**config.mk**
```make
export PLATFORM = sky130hd
export DESIGN_NAME = tpg_gen
export DESIGN_NICKNAME = d
export VERILOG_FILES = /design/src/rtl/tpg_pkg.sv /design/src/rtl/tpg_gen.sv
export SDC_FILE = /design/constraint.sdc
export NUM_CORES = 1
export LEC_CHECK = 0
export ABC_AREA = 1
export BUFFER_PORTS_ARGS = -buffer_cell sky130_fd_sc_hd__buf_4
export CORE_MARGIN = 5
export CORE_UTILIZATION = 30
export CTS_CLUSTER_SIZE = 20
export DETAILED_ROUTE_END_ITERATION = 12
export GPL_ROUTABILITY_DRIVEN = 0
export MAX_ROUTING_LAYER = met4
export PLACE_DENSITY = 0.57
export RECOVER_POWER = 25
export SLEW_MARGIN = 20
export SYNTH_ARGS = -nofsm -noshare
export SYNTH_HDL_FRONTEND = slang
export SYNTH_SLANG_ARGS = --single-unit
```
**constraint.sdc**
```tcl
create_clock -name clock -period 2.92 [get_ports clock]
set_input_delay 0.146 -clock clock [delete_from_list [all_inputs] [get_ports clock]]
set_output_delay 0.146 -clock clock [all_outputs]
set_load 0.05 [all_outputs]
```
**src/rtl/tpg_pkg.sv**
```systemverilog
// package of the link test-pattern generator: offsets, fields, reset values, codes
// assumes a byte-wide register port with word addresses as printed
package tpg_pkg;
   // --------------------------------------------------------------
   // register offsets
   // --------------------------------------------------------------
   localparam logic [15:0] TPG_UPAT_BASE = 16'h0551;
   localparam logic [15:0] TPG_UPAT_LAST = 16'h0558;
   localparam logic [15:0] TPG_SYNC_CTRL = 16'h0572;
   localparam logic [15:0] TPG_IF_CTRL = 16'h0573;
   localparam logic [15:0] TPG_LL_CTRL = 16'h0574;
   localparam logic [15:0] TPG_STATUS = 16'h0575;
   // --------------------------------------------------------------
   // fields and reset values
   // --------------------------------------------------------------
   localparam int TPG_CODE_LSB = 0;
   localparam int TPG_INJ_LSB = 4;
   localparam int TPG_LL_LSB = 0;
   localparam logic [7:0] TPG_SYNC_DIS = 8'hC0;
   localparam logic [7:0] TPG_RST_BYTE = 8'h00;
   localparam logic [30:0] TPG_SEED31 = 31'h0003AFFF;
   localparam logic [22:0] TPG_SEED23 = 23'h003AFF;
   localparam logic [14:0] TPG_SEED15 = 15'h03AF;
   localparam logic [8:0] TPG_SEED9 = 9'h092;
   localparam logic [6:0] TPG_SEED7 = 7'h07;
   localparam logic [15:0] TPG_CHK_A = 16'h5555;
   localparam logic [15:0] TPG_CHK_B = 16'hAAAA;
   localparam int TPG_BUF_DEPTH = 2;
   // --------------------------------------------------------------
   // test codes and injection points
   // --------------------------------------------------------------
   typedef enum logic [3:0] {
      TPG_OFF = 4'h0, TPG_CHECK = 4'h1, TPG_TOGGLE = 4'h2, TPG_PN31 = 4'h3,
      TPG_PN23 = 4'h4, TPG_PN15 = 4'h5, TPG_PN9 = 4'h6, TPG_PN7 = 4'h7,
      TPG_RAMP = 4'h8, TPG_UREP = 4'hE, TPG_USGL = 4'hF
   } tpg_code_e;
   typedef enum logic [1:0] {
      TPG_INJ_SAMPLE = 2'h0, TPG_INJ_PHY10 = 2'h1, TPG_INJ_SCR8 = 2'h2
   } tpg_inj_e;
endpackage : tpg_pkg

```
**src/rtl/tpg_gen.sv**
```systemverilog
// link test-pattern generator with register port and two-entry output buffer
// assumes one frame/character clock; the receiver may stall through out_ready
//
// Contract
// - link-layer test from low three bits
// - codes off, checkerboard, word toggle
// - code 0011 PN31 seed 0x0003AFFF
// - code 0100 PN23 seed 0x003AFF
// - codes 0101-0111 PN15, PN9, PN7
// - ramp wraps at injection width
// - user patterns one to four repeat
// - user patterns once, then zeros
// - point 00: 16-bit, once per frame
// - point 01: 10-bit, upper user bits
// - point 10: 8-bit, upper user bits
// - code bits 3:0, point bits 5:4
`timescale 1ns/1ps
`default_nettype none
module tpg_gen
   import tpg_pkg::*;
(
   input wire logic clock,
   input wire logic sys_rst,
   input wire logic soft_rst,
   input wire logic [15:0] reg_addr,
   input wire logic [7:0] reg_wdata,
   input wire logic reg_wr,
   input wire logic reg_rd,
   output logic [7:0] reg_rdata,
   input wire logic unit_tick,
   input wire logic [15:0] norm_data,
   output logic [15:0] out_data,
   output logic out_valid,
   input wire logic out_ready,
   output logic in_ready,
   output logic test_active,
   output logic [2:0] ll_test_sel,
   output logic sync_in_disable
);
   // --------------------------------------------------------------
   // state
   // --------------------------------------------------------------
   typedef struct packed {
      logic [7:0][7:0] upat;
      logic [7:0] sync_ctrl;
      logic [7:0] if_ctrl;
      logic [7:0] ll_ctrl;
      logic [7:0] rdata;
      logic [30:0] pn31;
      logic [22:0] pn23;
      logic [14:0] pn15;
      logic [8:0] pn9;
      logic [6:0] pn7;
      logic [15:0] ramp;
      logic phase;
      logic [1:0] uidx;
      logic udone;
      logic [1:0][15:0] buf_d;
      logic [1:0] cnt;
      logic rd_ptr;
      logic wr_ptr;
   } tpg_state_s;

   tpg_state_s st_r, st_nxt;
   logic [3:0] code;
   logic [1:0] inj;
   logic [15:0] word;
   logic [15:0] uword;
   logic [15:0] cut_word;
   logic push;
   logic pop;
   logic restart;

   assign code = st_r.if_ctrl[TPG_CODE_LSB +: 4];
   assign inj = st_r.if_ctrl[TPG_INJ_LSB +: 2];
   assign ll_test_sel = st_r.ll_ctrl[TPG_LL_LSB +: 3];
   assign sync_in_disable = (st_r.sync_ctrl == TPG_SYNC_DIS);
   assign test_active = (code != TPG_OFF);
   assign reg_rdata = st_r.rdata;
   assign in_ready = (st_r.cnt != 2'(TPG_BUF_DEPTH));
   assign out_valid = (st_r.cnt != 2'd0);
   assign out_data = st_r.buf_d[st_r.rd_ptr];
   assign push = unit_tick && in_ready;
   assign pop = out_valid && out_ready;
   assign uword = {st_r.upat[{st_r.uidx, 1'b1}], st_r.upat[{st_r.uidx, 1'b0}]};

   // --------------------------------------------------------------
   // pattern word before width cut
   // --------------------------------------------------------------
   always_comb begin
      word = norm_data;
      unique case (code)
         TPG_CHECK: word = st_r.phase ? TPG_CHK_B : TPG_CHK_A;
         TPG_TOGGLE: word = {16{st_r.phase}};
         TPG_PN31: word = st_r.pn31[30:15];
         TPG_PN23: word = st_r.pn23[22:7];
         TPG_PN15: word = {st_r.pn15, 1'b0};
         TPG_PN9: word = {st_r.pn9, 7'h00};
         TPG_PN7: word = {st_r.pn7, 9'h000};
         TPG_RAMP: begin
            // ramp lives in the low bits, shifted up to the cut point
            unique case (inj)
               TPG_INJ_PHY10: word = {st_r.ramp[9:0], 6'h00};
               TPG_INJ_SCR8: word = {st_r.ramp[7:0], 8'h00};
               default: word = st_r.ramp;
            endcase
         end
         TPG_UREP: word = uword;
         TPG_USGL: word = st_r.udone ? 16'h0000 : uword;
         default: word = (code == TPG_OFF) ? norm_data : 16'h0000;
      endcase
   end

   // --------------------------------------------------------------
   // width cut at the injection point
   // --------------------------------------------------------------
   always_comb begin
      cut_word = word;
      if (code != TPG_OFF) begin
         unique case (inj)
            TPG_INJ_PHY10: cut_word = word & 16'hFFC0;
            TPG_INJ_SCR8: cut_word = word & 16'hFF00;
            default: cut_word = word;
         endcase
      end
   end

   // --------------------------------------------------------------
   // registers, sequence advance, buffer
   // --------------------------------------------------------------
   always_comb begin
      st_nxt = st_r;
      restart = 1'b0;
      if (reg_rd) begin
         st_nxt.rdata = TPG_RST_BYTE;
         if (reg_addr >= TPG_UPAT_BASE && reg_addr <= TPG_UPAT_LAST) begin
            st_nxt.rdata = st_r.upat[3'(reg_addr - TPG_UPAT_BASE)];
         end else if (reg_addr == TPG_SYNC_CTRL) begin
            st_nxt.rdata = st_r.sync_ctrl;
         end else if (reg_addr == TPG_IF_CTRL) begin
            st_nxt.rdata = st_r.if_ctrl;
         end else if (reg_addr == TPG_LL_CTRL) begin
            st_nxt.rdata = st_r.ll_ctrl;
         end else if (reg_addr == TPG_STATUS) begin
            st_nxt.rdata = {3'h0, st_r.udone, st_r.uidx, st_r.cnt};
         end
      end
      if (reg_wr) begin
         if (reg_addr >= TPG_UPAT_BASE && reg_addr <= TPG_UPAT_LAST) begin
            st_nxt.upat[3'(reg_addr - TPG_UPAT_BASE)] = reg_wdata;
         end else if (reg_addr == TPG_SYNC_CTRL) begin
            st_nxt.sync_ctrl = reg_wdata;
         end else if (reg_addr == TPG_IF_CTRL) begin
            st_nxt.if_ctrl = {2'h0, reg_wdata[5:0]};
            restart = (reg_wdata[3:0] != code) || (reg_wdata[5:4] != inj);
         end else if (reg_addr == TPG_LL_CTRL) begin
            st_nxt.ll_ctrl = {5'h00, reg_wdata[2:0]};
         end
      end
      if (restart) begin
         st_nxt.pn31 = TPG_SEED31;
         st_nxt.pn23 = TPG_SEED23;
         st_nxt.pn15 = TPG_SEED15;
         st_nxt.pn9 = TPG_SEED9;
         st_nxt.pn7 = TPG_SEED7;
         st_nxt.ramp = 16'h0000;
         st_nxt.phase = 1'b0;
         st_nxt.uidx = 2'd0;
         st_nxt.udone = 1'b0;
      end else if (push) begin
         // one step per frame, symbol or octet as the tick marks
         st_nxt.pn31 = {st_r.pn31[29:0], st_r.pn31[30] ^ st_r.pn31[27]};
         st_nxt.pn23 = {st_r.pn23[21:0], st_r.pn23[22] ^ st_r.pn23[17]};
         st_nxt.pn15 = {st_r.pn15[13:0], st_r.pn15[14] ^ st_r.pn15[13]};
         st_nxt.pn9 = {st_r.pn9[7:0], st_r.pn9[8] ^ st_r.pn9[4]};
         st_nxt.pn7 = {st_r.pn7[5:0], st_r.pn7[6] ^ st_r.pn7[5]};
         st_nxt.ramp = st_r.ramp + 16'h0001;
         st_nxt.phase = ~st_r.phase;
         st_nxt.uidx = st_r.uidx + 2'd1;
         if (st_r.uidx == 2'd3) begin
            st_nxt.udone = 1'b1;
         end
      end
      if (push) begin
         st_nxt.buf_d[st_r.wr_ptr] = cut_word;
         st_nxt.wr_ptr = ~st_r.wr_ptr;
      end
      if (pop) begin
         st_nxt.rd_ptr = ~st_r.rd_ptr;
      end
      st_nxt.cnt = st_r.cnt + 2'(push) - 2'(pop);
      if (soft_rst) begin
         st_nxt.if_ctrl = TPG_RST_BYTE;
         st_nxt.ll_ctrl = TPG_RST_BYTE;
         st_nxt.sync_ctrl = TPG_RST_BYTE;
      end
   end

   always_ff @(posedge clock) begin
      if (sys_rst) begin
         st_r <= '0;
         st_r.pn31 <= TPG_SEED31;
         st_r.pn23 <= TPG_SEED23;
         st_r.pn15 <= TPG_SEED15;
         st_r.pn9 <= TPG_SEED9;
         st_r.pn7 <= TPG_SEED7;
      end else begin
         st_r <= st_nxt;
      end
   end
endmodule : tpg_gen
`default_nettype wire

```
==> impl_metrics.tcl, run 1 <==
set metrics [dict create \
    status "finished clean" \
    ir_worst_vdd_v 0.000415 \
    finalCritPeriodShare_pct 81.6 \
    wl_um 37400 \
    clk_latency_ps 550 \
    pwr-share-seq_pct 41.3 \
    h-tree-depth 1 \
    clock_power_share_pct 38.7 \
    drc 0 \
    setup-tns-final_ps 0 \
    slew_headroom_pct 17.3 \
    grt_pass1_wl_um 59300 \
    setup_ws_ps 538 \
    synth_cells 1871 \
    drtIter0Drc 1064 \
    core_mm2 0.0395 \
    wl_per_cell_um 15.3 \
    dp_hpwl_um 25900 \
    yosysSeqAreaShare_pct 38.6 \
    hold_buffers 20 \
    slew_viol_final 0 \
    viasPerCell 4.84 \
    synth_cell_types 40 \
    period_needed_ps 2380 \
    place_ws_ps 583 \
    cts.clk_slew.worst_paths_ps 60 \
    p_leak_uw 0.00623 \
    p_int_uw 5960 \
    start_kind "input port" \
    syn2layout_area_growth_pct 15.5 \
    synth_area_mm2 0.0119 \
    finalClockSkew_ps 25.7 \
    antenna_found_initial 0 \
    fp.dieH_um 209 \
    hold_class "input port to register" \
    gr-usage-all-layers_pct 16.8 \
    fin_nets 1961 \
    synthTopCellsByArea "dfxtp_1, nand2_1, nor2_1, a21oi_1, inv_1" \
    io_buffer_count 77 \
    synth_top_area_cell "dfxtp_1" \
    synth_warnings 0 \
    rsz0062_at_grt "no" \
    io_pins 78 \
    cp.required_ps 3390 \
    pwr-share-comb_pct 20.0 \
    start_util_pct 30.2 \
    final_common_cell "nand2_1" \
    synth_nets 1929 \
    avgSynthCellArea_um2 6.38 \
    final_util_pct 34.8 \
    die_x_um 209 \
    layout_common_cells "nand2_1, nor2_1, dfxtp_1" \
    synth_top_area_share_pct 38.6 \
    num_rows 73 \
    hold_viol_final 0 \
    finalSetupViolCount 0 \
    num-fill-cells 4287 \
    cts_setup_buffers 0 \
    max_freq_ghz 0.420 \
    cts_root_buf "clkbuf_16" \
    netSwitchingFraction_pct 31.8 \
    power.switching_uw 2770 \
    cts_sinks 230 \
    crit_type "input port to register" \
    grt_max_degree 105 \
    post_cts_resize_count 0 \
    grt_pass1_vias 10800 \
    arrival_ps 2850 \
    drtPass1Iterations 5 \
    overflow 0 \
    critPathCaptureType "register" \
    clockBufferDepth 3 \
    tightestPinTransition_ps 1240 \
    diodes 0 \
    cts_tree "done" \
    maxCapViolCount 0 \
    yosys_register_bits 230 \
    dieArea_mm2 0.0438 \
    drive_gt1_share_pct 7.91 \
    vias 11800 \
    critPathMaxFanout 65 \
    cts_made_buffers 27 \
    ant_nets 0 \
    power_density_mw_per_mm2 634 \
]
[kinds of logic after synthesis]
family / share of synthesized area (%)
and+or+nand+nor: 34.2
AOI/OAI and AO/OA: 13.8
buffers and inverters: 10.8
DFF: 38.6
xor gates and xnor gates: 1.40
adders and majority gates: 1.15
[registers in the layout, summed over array words and instances (netlist names)]
name and count:
reg_rdata 8, st_r 213, ll_test_sel 3, inj 2
code 4
[cell usage after synthesis, drive strengths merged]
| cell type | instances |
|---|---|
| o211ai | 1 |
| nor3 | 12 |
| clkbuf | 64 |
| clkinv | 2 |
| xnor2 | 5 |
| nand2 | 550 |
| nand3 | 77 |
| and3 | 4 |
| nor4 | 1 |
| ha | 11 |
| o21a | 2 |
| a22oi | 3 |
| dfxtp | 230 |
| a31oi | 7 |
| o22ai | 9 |
| inv | 194 |
| nor2 | 276 |
| o21ai | 116 |
| nand4 | 56 |
| a211oi | 3 |
| xor2 | 14 |
| a21oi | 178 |
| o2111ai | 1 |
| or2 | 3 |
| buf | 52 |
[worst max-delay path: stages]
cell and delay, ps:
clkbuf_1 120, clkbuf_2 680, nor3_1 1240, nand2_4 350
nand2_1 150, nand2_1 60, nor2_1 100
[through the flow]
stage | instance area (um2) | power, uW | hold slack (ps) | instances
6_report | 13800 | 8730 | 42.2 | 2447
4_1_cts | 13900 | 8840 | 9.77 | 2447
5_1_grt | 13800 | 9160 | 39.7 | 2447
3_5_place_dp | 12800 | 5420 | 441 | 2379
2_1_floorplan | 11900 | 4870 | 305 | 1871
3_3_place_gp | 12800 | 5390 | 439 | 2379
[worst paths after layout]
kind	slack [ps]	startpoint	cells after the start	end
setup / recovery	540	reg_addr[0]	7	st_r[183]
hold / removal	40	soft_rst	5	st_r[170]
setup reg to reg	540	st_r[37]	9	st_r[9]
hold reg to reg	450	st_r[25]	2	st_r[25]
[layout make-up]
cell class                 count  area, um2  area share, %
multi-input combinational   1329       5990           43.5
sequential                   230       4600           33.4
timing repair buffer         119        901           6.54
clock buffer                  38        767           5.57
inverter                     196        737           5.35
tap                          525        657           4.77
clock inverter                10        119          0.863
[power by group through the flow]
stage / Sequential [uW] / Combinational [uW] / Clock [uW]
2_1_floorplan: 3620 / 1250 / 0
5_1_grt: 3640 / 1940 / 3590
3_5_place_dp: 3670 / 1750 / 0
4_1_cts: 3600 / 1780 / 3450
6_report: 3610 / 1750 / 3380
3_3_place_gp: 3660 / 1730 / 0
[layer usage]
metal  wire length [um]  up-vias  GRT usage (%)
li1                   -     5975              -
met1              16700     5413           22.2
met2              16900      372           26.5
met3               2730       77           3.00
met4               1080        0           4.73
met5                  0        -              -
Power figures use the tool's default switching activity.
==> inputs of run 2 (changes only) <==
Settings changed: ABC_AREA 1 to 0.
Clock period 2.92 ns to 2.5 ns, I/O delays scaled along.
==> run 2 against run 1 <==
Compared with the run above: critical path depth fell by 2; first-iteration DRC count is 16% lower; sequential cell count did not move; core utilization is 1.6 points higher; critical path type is now register to register; die area down 3.2%; register-to-register slack worse by 390 ps; highest routed layer unchanged; wire length shrank 11%; worst setup slack got worse by 390 ps; combinational power increased by 17%; non-clock buffer count rose by 43; cell area up 0.14%.
==> impl_metrics.tcl, run 2 <==
set metrics [dict create \
    status "finished clean" \
    synth_warnings 0 \
    power_density_mw_per_mm2 735 \
    avgSynthCellArea_um2 8.96 \
    clk_latency_ps 540 \
    syn2layout_area_growth_pct 19.6 \
    fp.dieH_um 206 \
    wl_per_cell_um 17.7 \
    io_buffer_count 77 \
    postSynth.topFlopCell "dfxtp_1" \
    ant_nets 0 \
    max_freq_ghz 0.425 \
    gr-usage-all-layers_pct 15.8 \
    synth-edff-count 0 \
    antenna_found_initial 0 \
    yosys_register_bits 230 \
    async_flop_share_pct 0 \
    placedCellCount 1822 \
    dieArea_mm2 0.0425 \
    ir_worst_vdd_v 0.000590 \
    hold_viol_final 0 \
    finalCritPeriodShare_pct 94.1 \
    drtIter0Drc 897 \
    grt_max_degree 93 \
    yosysMostFrequentCell "dfxtp_1" \
    io_pins 78 \
    cts_setup_buffers 0 \
    largest_reg_flops 213 \
    worst_path_max_delay_cell "a2111oi_0" \
    cp_top_family "compound AO/OA/AOI/OAI gates" \
    wl_um 33400 \
    die_x_um 206 \
    finalSetupViolCount 0 \
    core_mm2 0.0378 \
    clockBufferDepth 3 \
    stdcell_count 1884 \
    ys_top_cells_by_count "dfxtp_1, nand2_1, nor2_1" \
    fin_nets 1413 \
    final_common_cell "dfxtp_1" \
    drc 0 \
    drtPass1Iterations 5 \
    hold_buffers 17 \
    top_register "st_r" \
    max_stage_delay_ps 690 \
    cp.required_ps 2890 \
    crit_type "register to register" \
    slew_viol_final 0 \
    crit_chain "mux2_2, a22oi_1, o211ai_1, a2111oi_0, a211oi_1" \
    cts_root_buf "clkbuf_16" \
    viasPerCell 5.15 \
    synth_cells 1287 \
    vias 9698 \
    dp_hpwl_um 23300 \
    synth_nets 1345 \
    path_buf_inv 0 \
    layout_common_cells "dfxtp_1, nand2_1, buf_4" \
    synth_area_mm2 0.0115 \
    start_util_pct 30.5 \
    period_needed_ps 2350 \
    maxCapViolCount 0 \
    yosysSeqAreaShare_pct 39.9 \
    h-tree-depth 1 \
    cts_tree "done" \
    synthTopCellsByArea "dfxtp_1, mux2i_1, nand2_1, mux4_2, nand2b_1" \
    rsz0062_at_grt "no" \
    p_leak_uw 0.00545 \
    grt_pass1_wl_um 52600 \
    drive_gt1_share_pct 17.3 \
    finalClockSkew_ps 20.8 \
    grt_pass1_vias 9253 \
    critPathMaxFanout 10 \
    critPathCaptureType "register" \
    tightestPinTransition_ps 948 \
    cts_made_buffers 25 \
    num_rows 71 \
    synth_cell_types 63 \
    synth_top_area_share_pct 39.9 \
    cts.clk_slew.worst_paths_ps 70 \
    arrival_ps 2750 \
    start_kind "register" \
    diodes 0 \
    cts_sinks 230 \
    overflow 0 \
    setup-tns-final_ps 0 \
    post_cts_resize_count 0 \
    slew_headroom_pct 36.8 \
    hold_class "input port to register" \
    synth_top_area_cell "dfxtp_1" \
]
## run 2: cell types whose count changed after synthesis, moves of 82 or more
cell,previous run,this run
a21oi_1,177,50
inv_1,191,12
mux2i_1,0,91
nand2_1,539,209
nand2b_1,0,82
nor2_1,267,93
o21ai_0,116,11
## run 2: logic make-up (layout without fill, tap and decap cells)
logic type | after synthesis | in the layout | share of synthesized area [%]
AND/OR/NAND/NOR | 560 | 560 | 24.3
flip-flops | 230 | 230 | 39.9
AO/OA/AOI/OAI | 175 | 175 | 10.8
multiplexers | 145 | 145 | 16.1
buffers and inverters | 133 | 219 | 5.12
XOR/XNOR | 33 | 33 | 2.51
adder cells (fa/ha/maj) | 11 | 11 | 1.19
## run 2: worst paths after layout
kind	to	start	cells after the start	slack (ps)
min reg2reg	st_r[124]	st_r[123]	2	450
max reg2reg	st_r[16]	code[2]	5	150
max	st_r[16]	code[2]	5	150
min	st_r[1]	out_ready	4	80
## run 2: area by class of cell
type	instances	area, um2
fillers	3876	24100
multi-input cells	924	6360
flip-flops and latches	230	4600
repair buffers	162	1270
clock buffers	28	647
well taps	511	639
clock inverters	17	226
inverters	12	45.0
## run 2: metal layers
| layer | up-vias | part of all wire (%) | routed length, um | global-route usage [%] |
|---|---|---|---|---|
| li1 | 4701 | - | - | - |
| met1 | 4677 | 46 | 15400 | 21.4 |
| met2 | 251 | 45 | 15200 | 24.5 |
| met3 | 69 | 4.9 | 1630 | 2.18 |
| met4 | 0 | 3.5 | 1180 | 5.13 |
| met5 | - | 0 | 0 | - |
## run 2: power by group
group | internal (uW) | switching, uW
clock network | 2310 | 1590
logic | 768 | 1290
registers | 3970 | 223
total | 7050 | 3100
## run 2: metrics by stage
stage | utilization (%) | setup slack, ps | power [uW] | hold slack [ps] | cell area, um2
floorplan | - | 225 | 5710 | 272 | 11500
global placement | 34.0 | 238 | 6310 | 403 | 12800
detailed placement | 34.0 | 220 | 6340 | 429 | 12800
CTS | 36.7 | 148 | 10300 | 1.31 | 13900
global route | 36.4 | 44.2 | 10700 | 113 | 13800
finish | 36.4 | 147 | 10100 | 76.5 | 13800
## run 2: worst register-to-register path, cell delays in order (launching register included)
cell	delay, ps
dfxtp_1	670
mux2_2	400
a22oi_1	180
o211ai_1	100
a2111oi_0	690
a211oi_1	170
